`src/include/bst_tap_regs.vh`:
```
`ifndef BST_TAP_REGS_VH
`define BST_TAP_REGS_VH
`define BST_IR_WIDTH 3
`define BST_IR_CAPTURE 3'h1
`define BST_OP_EXTEST 3'h0
`define BST_OP_IDCODE 3'h1
`define BST_OP_SAMPLEZ 3'h2
`define BST_OP_SAMPLE 3'h4
`define BST_OP_BYPASS 3'h7
`define BST_BSR_LEN 109
`define BST_OE_CELL 108
`define BST_ID_WIDTH 32
`define BST_OFF_CTRL 32'h00000000
`define BST_OFF_STATUS 32'h00000004
`define BST_OFF_IDCODE 32'h00000008
`define BST_CTRL_RESET 32'h00000000
`define BST_AXI_OKAY 2'h0
`define BST_AXI_SLVERR 2'h2
`endif

```
`src/hdl/bst_tap.v`:
```
// Overview of operation
// - exactly one data register sits between tdi and tdo, picked by instruction.
// - tdi sampled at tck rise; tdo changes at tck fall.
// - three-bit instruction register shifts during Shift-IR.
// - instruction forced to identification at power-up and in reset state.
// - Capture-IR loads low two instruction bits with 01.
// - bypass register is one bit, cleared under bypass instruction.
// - boundary register captures pin ring in Capture-DR, shifts in Shift-DR.
// - every scan register takes tdi at msb and drives tdo from lsb.
// - identification register captures fixed 32-bit code and shifts it out.
// - new instruction takes effect only at Update-IR.
// - high-impedance sample selects boundary register, tristates output bus.
// - sample/preload snapshots all pins in Capture-DR.
// - preload places shifted pattern on latched parallel cell outputs.
// - sample data shifts out while preload data shifts in.
// - bypass instruction routes tdi to tdo through one bypass bit.
// - external test drives preloaded values onto output pins.
// - cell 108 latched at Update-DR gates output bus under external test.
// - output-enable cell preset to one at power-up and in reset state.
// - state transitions follow tms sampled at each tck rise.
// - five tck rises with tms high reset the controller.
// - codes 000 external test, 001 identification, 010 high-impedance sample.
// - 100 sample/preload, 111 bypass; 011, 101, 110 reserved.
`include "bst_tap_regs.vh"
module bst_tap #(
  parameter [31:0] ID_CODE = 32'h0ABCD001
) (
  input wire sys_clk,
  input wire reset_n,
  input wire tck,
  input wire tms,
  input wire tdi,
  output reg tdo,
  output reg tdoOe_n,
  input wire [107:0] pinRing,
  output wire [107:0] cellOut,
  output wire extestDrive,
  output wire outBusEnable,
  input wire [31:0] s_axi_awaddr,
  input wire s_axi_awvalid,
  output wire s_axi_awready,
  input wire [31:0] s_axi_wdata,
  input wire [3:0] s_axi_wstrb,
  input wire s_axi_wvalid,
  output wire s_axi_wready,
  output reg [1:0] s_axi_bresp,
  output reg s_axi_bvalid,
  input wire s_axi_bready,
  input wire [31:0] s_axi_araddr,
  input wire s_axi_arvalid,
  output wire s_axi_arready,
  output reg [31:0] s_axi_rdata,
  output reg [1:0] s_axi_rresp,
  output reg s_axi_rvalid,
  input wire s_axi_rready
);
  localparam [3:0] ST_RESET = 4'h0;
  localparam [3:0] ST_IDLE = 4'h1;
  localparam [3:0] ST_SEL_DR = 4'h2;
  localparam [3:0] ST_CAP_DR = 4'h3;
  localparam [3:0] ST_SHF_DR = 4'h4;
  localparam [3:0] ST_EX1_DR = 4'h5;
  localparam [3:0] ST_PAU_DR = 4'h6;
  localparam [3:0] ST_EX2_DR = 4'h7;
  localparam [3:0] ST_UPD_DR = 4'h8;
  localparam [3:0] ST_SEL_IR = 4'h9;
  localparam [3:0] ST_CAP_IR = 4'hA;
  localparam [3:0] ST_SHF_IR = 4'hB;
  localparam [3:0] ST_EX1_IR = 4'hC;
  localparam [3:0] ST_PAU_IR = 4'hD;
  localparam [3:0] ST_EX2_IR = 4'hE;
  localparam [3:0] ST_UPD_IR = 4'hF;

  reg rstMeta_q, rstSync_q;
  wire rstN;
  always @(posedge sys_clk or negedge reset_n) begin
    if (!reset_n) begin
      rstMeta_q <= 1'b0;
      rstSync_q <= 1'b0;
    end else begin
      rstMeta_q <= 1'b1;
      rstSync_q <= rstMeta_q;
    end
  end
  assign rstN = rstSync_q;

  // two-flop sync of all tap pins; edges found on the synced clock only
  reg [2:0] pinMeta_q, pinSync_q;
  reg tckLast_q;
  always @(posedge sys_clk or negedge rstN) begin
    if (!rstN) begin
      pinMeta_q <= 3'h3;
      pinSync_q <= 3'h3;
      tckLast_q <= 1'b0;
    end else begin
      pinMeta_q <= {tck, tms, tdi};
      pinSync_q <= pinMeta_q;
      tckLast_q <= pinSync_q[2];
    end
  end
  wire tckRise = pinSync_q[2] & ~tckLast_q;
  wire tckFall = ~pinSync_q[2] & tckLast_q;
  wire tmsS = pinSync_q[1];
  wire tdiS = pinSync_q[0];

  reg [3:0] state_q, state_d;
  always @* begin
    state_d = state_q;
    case (state_q)
      ST_RESET: begin
        if (tmsS) state_d = ST_RESET;
        else state_d = ST_IDLE;
      end
      ST_IDLE: begin
        if (tmsS) state_d = ST_SEL_DR;
        else state_d = ST_IDLE;
      end
      ST_SEL_DR: begin
        if (tmsS) state_d = ST_SEL_IR;
        else state_d = ST_CAP_DR;
      end
      ST_CAP_DR: begin
        if (tmsS) state_d = ST_EX1_DR;
        else state_d = ST_SHF_DR;
      end
      ST_SHF_DR: begin
        if (tmsS) state_d = ST_EX1_DR;
        else state_d = ST_SHF_DR;
      end
      ST_EX1_DR: begin
        if (tmsS) state_d = ST_UPD_DR;
        else state_d = ST_PAU_DR;
      end
      ST_PAU_DR: begin
        if (tmsS) state_d = ST_EX2_DR;
        else state_d = ST_PAU_DR;
      end
      ST_EX2_DR: begin
        if (tmsS) state_d = ST_UPD_DR;
        else state_d = ST_SHF_DR;
      end
      ST_UPD_DR: begin
        if (tmsS) state_d = ST_SEL_DR;
        else state_d = ST_IDLE;
      end
      ST_SEL_IR: begin
        if (tmsS) state_d = ST_RESET;
        else state_d = ST_CAP_IR;
      end
      ST_CAP_IR: begin
        if (tmsS) state_d = ST_EX1_IR;
        else state_d = ST_SHF_IR;
      end
      ST_SHF_IR: begin
        if (tmsS) state_d = ST_EX1_IR;
        else state_d = ST_SHF_IR;
      end
      ST_EX1_IR: begin
        if (tmsS) state_d = ST_UPD_IR;
        else state_d = ST_PAU_IR;
      end
      ST_PAU_IR: begin
        if (tmsS) state_d = ST_EX2_IR;
        else state_d = ST_PAU_IR;
      end
      ST_EX2_IR: begin
        if (tmsS) state_d = ST_UPD_IR;
        else state_d = ST_SHF_IR;
      end
      ST_UPD_IR: begin
        if (tmsS) state_d = ST_SEL_DR;
        else state_d = ST_IDLE;
      end
      default: state_d = ST_RESET;
    endcase
  end

  reg [2:0] irShift_q, irCur_q;
  reg bypass_q;
  reg [31:0] idShift_q;
  reg [108:0] bsrShift_q, bsrUpd_q;
  reg [2:0] tmsCount_q;

  // reserved codes fall through to bypass so the chain stays one register
  wire selBsr = (irCur_q == `BST_OP_EXTEST) | (irCur_q == `BST_OP_SAMPLEZ) |
                (irCur_q == `BST_OP_SAMPLE);
  wire selId = (irCur_q == `BST_OP_IDCODE);

  always @(posedge sys_clk or negedge rstN) begin
    if (!rstN) begin
      state_q <= ST_RESET;
      irShift_q <= `BST_OP_IDCODE;
      irCur_q <= `BST_OP_IDCODE;
      bypass_q <= 1'b0;
      idShift_q <= 32'h00000000;
      bsrShift_q <= {`BST_BSR_LEN{1'b0}};
      bsrUpd_q <= {1'b1, 108'h0};
      tmsCount_q <= 3'h0;
    end else if (tckRise) begin
      state_q <= state_d;
      if (!tmsS) begin
        tmsCount_q <= 3'h0;
      end else if (tmsCount_q != 3'h5) begin
        tmsCount_q <= tmsCount_q + 3'h1;
      end
      case (state_q)
        ST_RESET: begin
          irCur_q <= `BST_OP_IDCODE;
          bsrUpd_q[`BST_OE_CELL] <= 1'b1;
        end
        ST_CAP_IR: begin
          irShift_q <= (irCur_q & 3'h4) | `BST_IR_CAPTURE;
        end
        ST_SHF_IR: begin
          irShift_q <= {tdiS, irShift_q[2:1]};
        end
        ST_UPD_IR: begin
          irCur_q <= irShift_q;
        end
        ST_CAP_DR: begin
          if (selBsr) begin
            bsrShift_q <= {bsrUpd_q[`BST_OE_CELL], pinRing};
          end else if (selId) begin
            idShift_q <= ID_CODE;
          end else begin
            bypass_q <= 1'b0;
          end
        end
        ST_SHF_DR: begin
          // sample out and preload in share one pass
          if (selBsr) begin
            bsrShift_q <= {tdiS, bsrShift_q[108:1]};
          end else if (selId) begin
            idShift_q <= {tdiS, idShift_q[31:1]};
          end else begin
            bypass_q <= tdiS;
          end
        end
        ST_UPD_DR: begin
          if (selBsr) bsrUpd_q <= bsrShift_q;
        end
        default: ;
      endcase
      // presets land on entry, so the output bus is released without waiting a tck
      if (state_d == ST_RESET) begin
        irCur_q <= `BST_OP_IDCODE;
        bsrUpd_q[`BST_OE_CELL] <= 1'b1;
      end
    end
  end

  // tdo updated only at the falling tck edge
  always @(posedge sys_clk or negedge rstN) begin
    if (!rstN) begin
      tdo <= 1'b0;
      tdoOe_n <= 1'b1;
    end else if (tckFall) begin
      tdoOe_n <= ~((state_q == ST_SHF_DR) | (state_q == ST_SHF_IR));
      if (state_q == ST_SHF_IR) begin
        tdo <= irShift_q[0];
      end else if (selBsr) begin
        tdo <= bsrShift_q[0];
      end else if (selId) begin
        tdo <= idShift_q[0];
      end else begin
        tdo <= bypass_q;
      end
    end
  end

  assign cellOut = bsrUpd_q[107:0];
  assign extestDrive = (irCur_q == `BST_OP_EXTEST);
  assign outBusEnable = (irCur_q == `BST_OP_SAMPLEZ) ? 1'b0 :
                        extestDrive ? bsrUpd_q[`BST_OE_CELL] : 1'b1;

  // AXI4-Lite slave: ctrl bit0 is a spare read/write bit
  reg [31:0] ctrl_q;
  reg awHeld_q, wHeld_q;
  reg [31:0] awAddr_q, wData_q;
  reg [3:0] wStrb_q;
  assign s_axi_awready = ~awHeld_q & ~s_axi_bvalid;
  assign s_axi_wready = ~wHeld_q & ~s_axi_bvalid;
  assign s_axi_arready = ~s_axi_rvalid;
  wire [31:0] awA = awHeld_q ? awAddr_q : s_axi_awaddr;
  wire [31:0] wD = wHeld_q ? wData_q : s_axi_wdata;
  wire [3:0] wS = wHeld_q ? wStrb_q : s_axi_wstrb;
  wire awHave = awHeld_q | (s_axi_awvalid & s_axi_awready);
  wire wHave = wHeld_q | (s_axi_wvalid & s_axi_wready);
  wire doWrite = awHave & wHave & ~s_axi_bvalid;

  function [31:0] strbMerge;
    input [31:0] old;
    input [31:0] nw;
    input [3:0] st;
    integer i;
    begin
      strbMerge = old;
      for (i = 0; i < 4; i = i + 1) begin
        if (st[i]) strbMerge[i*8 +: 8] = nw[i*8 +: 8];
      end
    end
  endfunction

  // word compare; the two low address bits are ignored, writes merge only the bytes whose strobe is set
  function regIs;
    input [31:0] addr;
    input [31:0] off;
    begin
      regIs = (addr[31:2] == off[31:2]);
    end
  endfunction

  always @(posedge sys_clk or negedge rstN) begin
    if (!rstN) begin
      ctrl_q <= `BST_CTRL_RESET;
      awHeld_q <= 1'b0;
      wHeld_q <= 1'b0;
      awAddr_q <= 32'h00000000;
      wData_q <= 32'h00000000;
      wStrb_q <= 4'h0;
      s_axi_bvalid <= 1'b0;
      s_axi_bresp <= `BST_AXI_OKAY;
      s_axi_rvalid <= 1'b0;
      s_axi_rresp <= `BST_AXI_OKAY;
      s_axi_rdata <= 32'h00000000;
    end else begin
      if (s_axi_bvalid & s_axi_bready) begin
        s_axi_bvalid <= 1'b0;
      end
      if (doWrite) begin
        awHeld_q <= 1'b0;
        wHeld_q <= 1'b0;
        s_axi_bvalid <= 1'b1;
        if (regIs(awA, `BST_OFF_CTRL)) begin
          ctrl_q <= strbMerge(ctrl_q, wD, wS) & 32'h00000001;
          s_axi_bresp <= `BST_AXI_OKAY;
        end else if (regIs(awA, `BST_OFF_STATUS) |
                     regIs(awA, `BST_OFF_IDCODE)) begin
          s_axi_bresp <= `BST_AXI_OKAY;
        end else begin
          s_axi_bresp <= `BST_AXI_SLVERR;
        end
      end else begin
        if (s_axi_awvalid & s_axi_awready) begin
          awHeld_q <= 1'b1;
          awAddr_q <= s_axi_awaddr;
        end
        if (s_axi_wvalid & s_axi_wready) begin
          wHeld_q <= 1'b1;
          wData_q <= s_axi_wdata;
          wStrb_q <= s_axi_wstrb;
        end
      end
      if (s_axi_rvalid & s_axi_rready) begin
        s_axi_rvalid <= 1'b0;
      end
      if (s_axi_arvalid & s_axi_arready) begin
        s_axi_rvalid <= 1'b1;
        s_axi_rresp <= `BST_AXI_OKAY;
        if (regIs(s_axi_araddr, `BST_OFF_CTRL)) begin
          s_axi_rdata <= ctrl_q;
        end else if (regIs(s_axi_araddr, `BST_OFF_STATUS)) begin
          s_axi_rdata <= {19'h0, outBusEnable, irCur_q, state_q, 1'b0, tmsCount_q, tdoOe_n};
        end else if (regIs(s_axi_araddr, `BST_OFF_IDCODE)) begin
          s_axi_rdata <= ID_CODE;
        end else begin
          s_axi_rdata <= 32'h00000000;
          s_axi_rresp <= `BST_AXI_SLVERR;
        end
      end
    end
  end
endmodule

```
`config.mk`:
```
export PLATFORM = sky130hd
export DESIGN_NAME = bst_tap
export DESIGN_NICKNAME = d
export VERILOG_FILES = /design/src/hdl/bst_tap.v
export VERILOG_INCLUDE_DIRS = /design/src /design/src/include
export SDC_FILE = /design/constraint.sdc
export NUM_CORES = 1
export LEC_CHECK = 0
export BUFFER_PORTS_ARGS = -buffer_cell sky130_fd_sc_hd__buf_2
export CORE_MARGIN = 10
export CORE_UTILIZATION = 54
export DETAILED_ROUTE_END_ITERATION = 8
export HOLD_SLACK_MARGIN = 0.1
export PLACE_DENSITY_LB_ADDON = 0.12
export SYNTH_ARGS = -nofsm -noshare
export SYNTH_HDL_FRONTEND = slang
export SYNTH_SLANG_ARGS = --single-unit
```
`constraint.sdc`:
```
create_clock -name sys_clk -period 10.9 [get_ports sys_clk]
set_input_delay 1.09 -clock sys_clk [delete_from_list [all_inputs] [get_ports sys_clk]]
set_output_delay 1.09 -clock sys_clk [all_outputs]
set_load 0.005 [all_outputs]
```
==> impl_metrics.json <==
{
  "status": "finished clean",
  "routed_wirelength_um": 32260,
  "dominantRegCellSynth": "dfrtp_1",
  "core_um2": 26950,
  "worst-path-max-fanout": 60,
  "dp_cells": 1720,
  "p_seq_share_pct": 46.1,
  "postRouteAntennaNets": 0,
  "syn_area_um2": 14800,
  "stdcell_area_um2": 16810,
  "irDropWorstVdd_mv": 0.1649,
  "synth_seq_area_share_pct": 55.37,
  "intPower_mw": 2.861,
  "cp_slowest_cell": "buf_4",
  "start_util_pct": 54.90,
  "port_buffers": 319,
  "grt_max_degree": 177,
  "utilization_pct": 62.37,
  "first_pass_iters": 4,
  "required_ns": 11.25,
  "worstPathCellList": "nor2_2, and3_4, buf_4, mux2i_1, a21oi_1",
  "min_period_ns": 3.312,
  "drive_gt1_share_pct": 38.18,
  "post-dp-hpwl_um": 21920,
  "dieHeight_um": 185.5,
  "hold_viol": 0,
  "period_share_pct": 30.39,
  "setup.worst_path.end_class": "flip-flop",
  "cp-start-kind": "flip-flop",
  "via_per_inst": 5.334,
  "netlist_instances": 1240,
  "final_common_cell": "buf_2",
  "globalRouteOverflowTotal": 0,
  "cap_violations": 0,
  "max-clock-path-buffers": 3,
  "final_cells": 1786,
  "fillers": 2241,
  "dr_total_vias": 9526,
  "io_pins": 371,
  "finalSetupViolCount": 0,
  "cts_hold_buf": 0,
  "worst_pin_slew_ns": 1.042,
  "cts-root-buf": "clkbuf_16",
  "final-max-slew-violation-count": 0,
  "htreeDepth": 2,
  "critPathArrivalTime_ns": 3.66,
  "rsz0062_at_grt": "no",
  "synth_cell_types": 55,
  "wl_per_cell_um": 18.06,
  "p_comb_share_pct": 22.8,
  "antenna_found_initial": 2,
  "grt_pass1_wl_um": 51320,
  "rows": 60,
  "switchingPower_mw": 1.214,
  "synth.avg_cell_area_um2": 11.93,
  "power.leakage_nw": 6.870,
  "die_area_um2": 34420,
  "path_class": "flip-flop to flip-flop",
  "cts_resized": 0,
  "multiInputGateArea_um2": 5196,
  "max-slew-margin-rel_pct": 30.52,
  "swShare_pct": 29.78,
  "die_w_um": 185.5,
  "cts_tree": "done",
  "numCtsBuffers": 36,
  "max_freq_mhz": 301.9,
  "cts.sinks": 327,
  "cts_setup_buffers": 0,
  "grt_pass1_vias": 9826,
  "yosys_warnings": 0,
  "num-nets-final": 1637,
  "place_congestion": 0.7798,
  "finalSetupTns_ns": 0,
  "path_clk_slew_ns": 0.06,
  "cpPeakStageDelay_ns": 0.93,
  "synth-edff-count": 0,
  "hold_path_class": "flip-flop to asynchronous set/reset pin",
  "ys_ff_latch": 327,
  "syn_to_final_growth_pct": 13.61,
  "layout_common_cells": "buf_2, dfrtp_1, mux2_2",
  "clock_skew_ns": 0.02116,
  "drt_iter0_drc": 752,
  "grt_util_all_layers_pct": 18.22,
  "placed_area_um2": 15550,
  "clk_latency_ns": 0.51,
  "drc": 0,
  "clkPwrFrac_pct": 31.1,
  "regArea_um2": 8197,
  "async_reset_ff_share_pct": 100.0,
  "power_density_nw_per_um2": 242.4
}
==> synthesized netlist by cell type (6+ instances only) <==
| cell type | count | area, µm² |
|---|---|---|
| nor4_1 | 19 | 118.9 |
| dfstp_2 | 8 | 210.2 |
| o21ai_0 | 20 | 100.1 |
| a21oi_1 | 120 | 600.6 |
| dfrtp_1 | 319 | 7983 |
| mux2_2 | 131 | 1475 |
| nand3_1 | 14 | 70.07 |
| buf_2 | 41 | 205.2 |
| nor2_1 | 130 | 488.0 |
| mux2i_1 | 113 | 1131 |
| a22o_1 | 34 | 297.8 |
| nand2_1 | 28 | 105.1 |
| inv_1 | 8 | 30.03 |
| buf_4 | 133 | 998.5 |
| nand4_1 | 6 | 37.54 |
| buf_6 | 15 | 168.9 |
| nor3_1 | 9 | 45.04 |
| clkbuf_1 | 14 | 52.55 |
| o22a_1 | 11 | 96.34 |
| mux2_4 | 9 | 135.1 |
==> path summary, 6_finish.rpt <==
path	slack, ns	start	depth (start not counted)	to
worst max-delay path	7.59	state_q[0]$_DFFE_PN0P_	5	bsrShift_q[11]$_DFFE_PN0P_
worst min-delay path	0.26	rstN$_DFF_PN0_	0	bsrUpd_q[77]$_DFFE_PN0P_
worst max register to register	7.59	state_q[0]$_DFFE_PN0P_	5	bsrShift_q[11]$_DFFE_PN0P_
worst min register to register	0.26	rstN$_DFF_PN0_	0	bsrUpd_q[77]$_DFFE_PN0P_
max in group asynchronous	8.76	rstN$_DFF_PN0_	2	bsrShift_q[27]$_DFFE_PN0P_
min in group sys_clk	0.35	pinMeta_q[2]$_DFF_PN0_	0	pinSync_q[2]$_DFF_PN0_
==> layer usage <==
metal  part of all wire (%)  wire length, µm  GRT usage [%]  vias to the layer above
li1                       -                -              -                     4578
met1                     44            14120          24.43                     4659
met2                     47            15300          28.95                      244
met3                    7.3             2351          4.913                       43
met4                    1.5              475          4.257                        2
met5                  0.022                7              0                        -
==> registers in the layout, indices dropped and copies added (netlist names), 3 cells and up <==
signal and cells:
bsrUpd_q 109, pinMeta_q 3, tmsCount_q 3, state_q 4, s_axi_rdata 13, irCur_q 3, pinSync_q 3, awAddr_q 30
irShift_q 3, idShift_q 32, bsrShift_q 109
==> critical path: cells and delay by family, from the launching register on <==
kind | cells | cell delay (ns)
AOI/OAI and AO/OA | 1 | 0.11
buffers and inverters | 1 | 0.93
DFF | 1 | 0.60
muxes | 1 | 0.35
and+or+nand+nor | 2 | 1.11
==> logic make-up after synthesis <==
kind of cell / synth area share, %
AOI/OAI and AO/OA: 8.811
and+or+nand+nor: 7.120
DFF: 55.37
other: 0.05075
adders and majority gates: 0.2367
muxes: 18.53
buffers and inverters: 9.885
==> area by class of cell <==
class	count	share of cell area, %
tap	341	2.538
timing repair buffer	331	10.11
inverter	9	0.2010
clock inverter	15	1.317
sequential	327	48.76
antenna	2	0.02977
multi-input combinational	712	30.91
clock buffer	49	6.133
==> power groups by stage <==
stage          Clock [mW]  Combinational (mW)  Sequential [mW]
2_1_floorplan           0               0.850             1.80
4_1_cts              1.30               0.948             1.88
3_5_place_dp            0               0.944             1.90
3_3_place_gp            0               0.916             1.88
6_report             1.27               0.931             1.88
5_1_grt              1.35                1.05             1.94
==> through the flow <==
stage	power, mW	hold WS [ns]	setup WS, ns
after floorplan	2.653	0.3312	1.126
after global placement	2.801	0.2699	7.588
after detailed placement	2.843	0.2718	7.524
after CTS	4.133	0.2719	7.528
after global routing	4.341	0.2944	7.354
final	4.075	0.2586	7.588
Power figures use the tool's default switching activity.
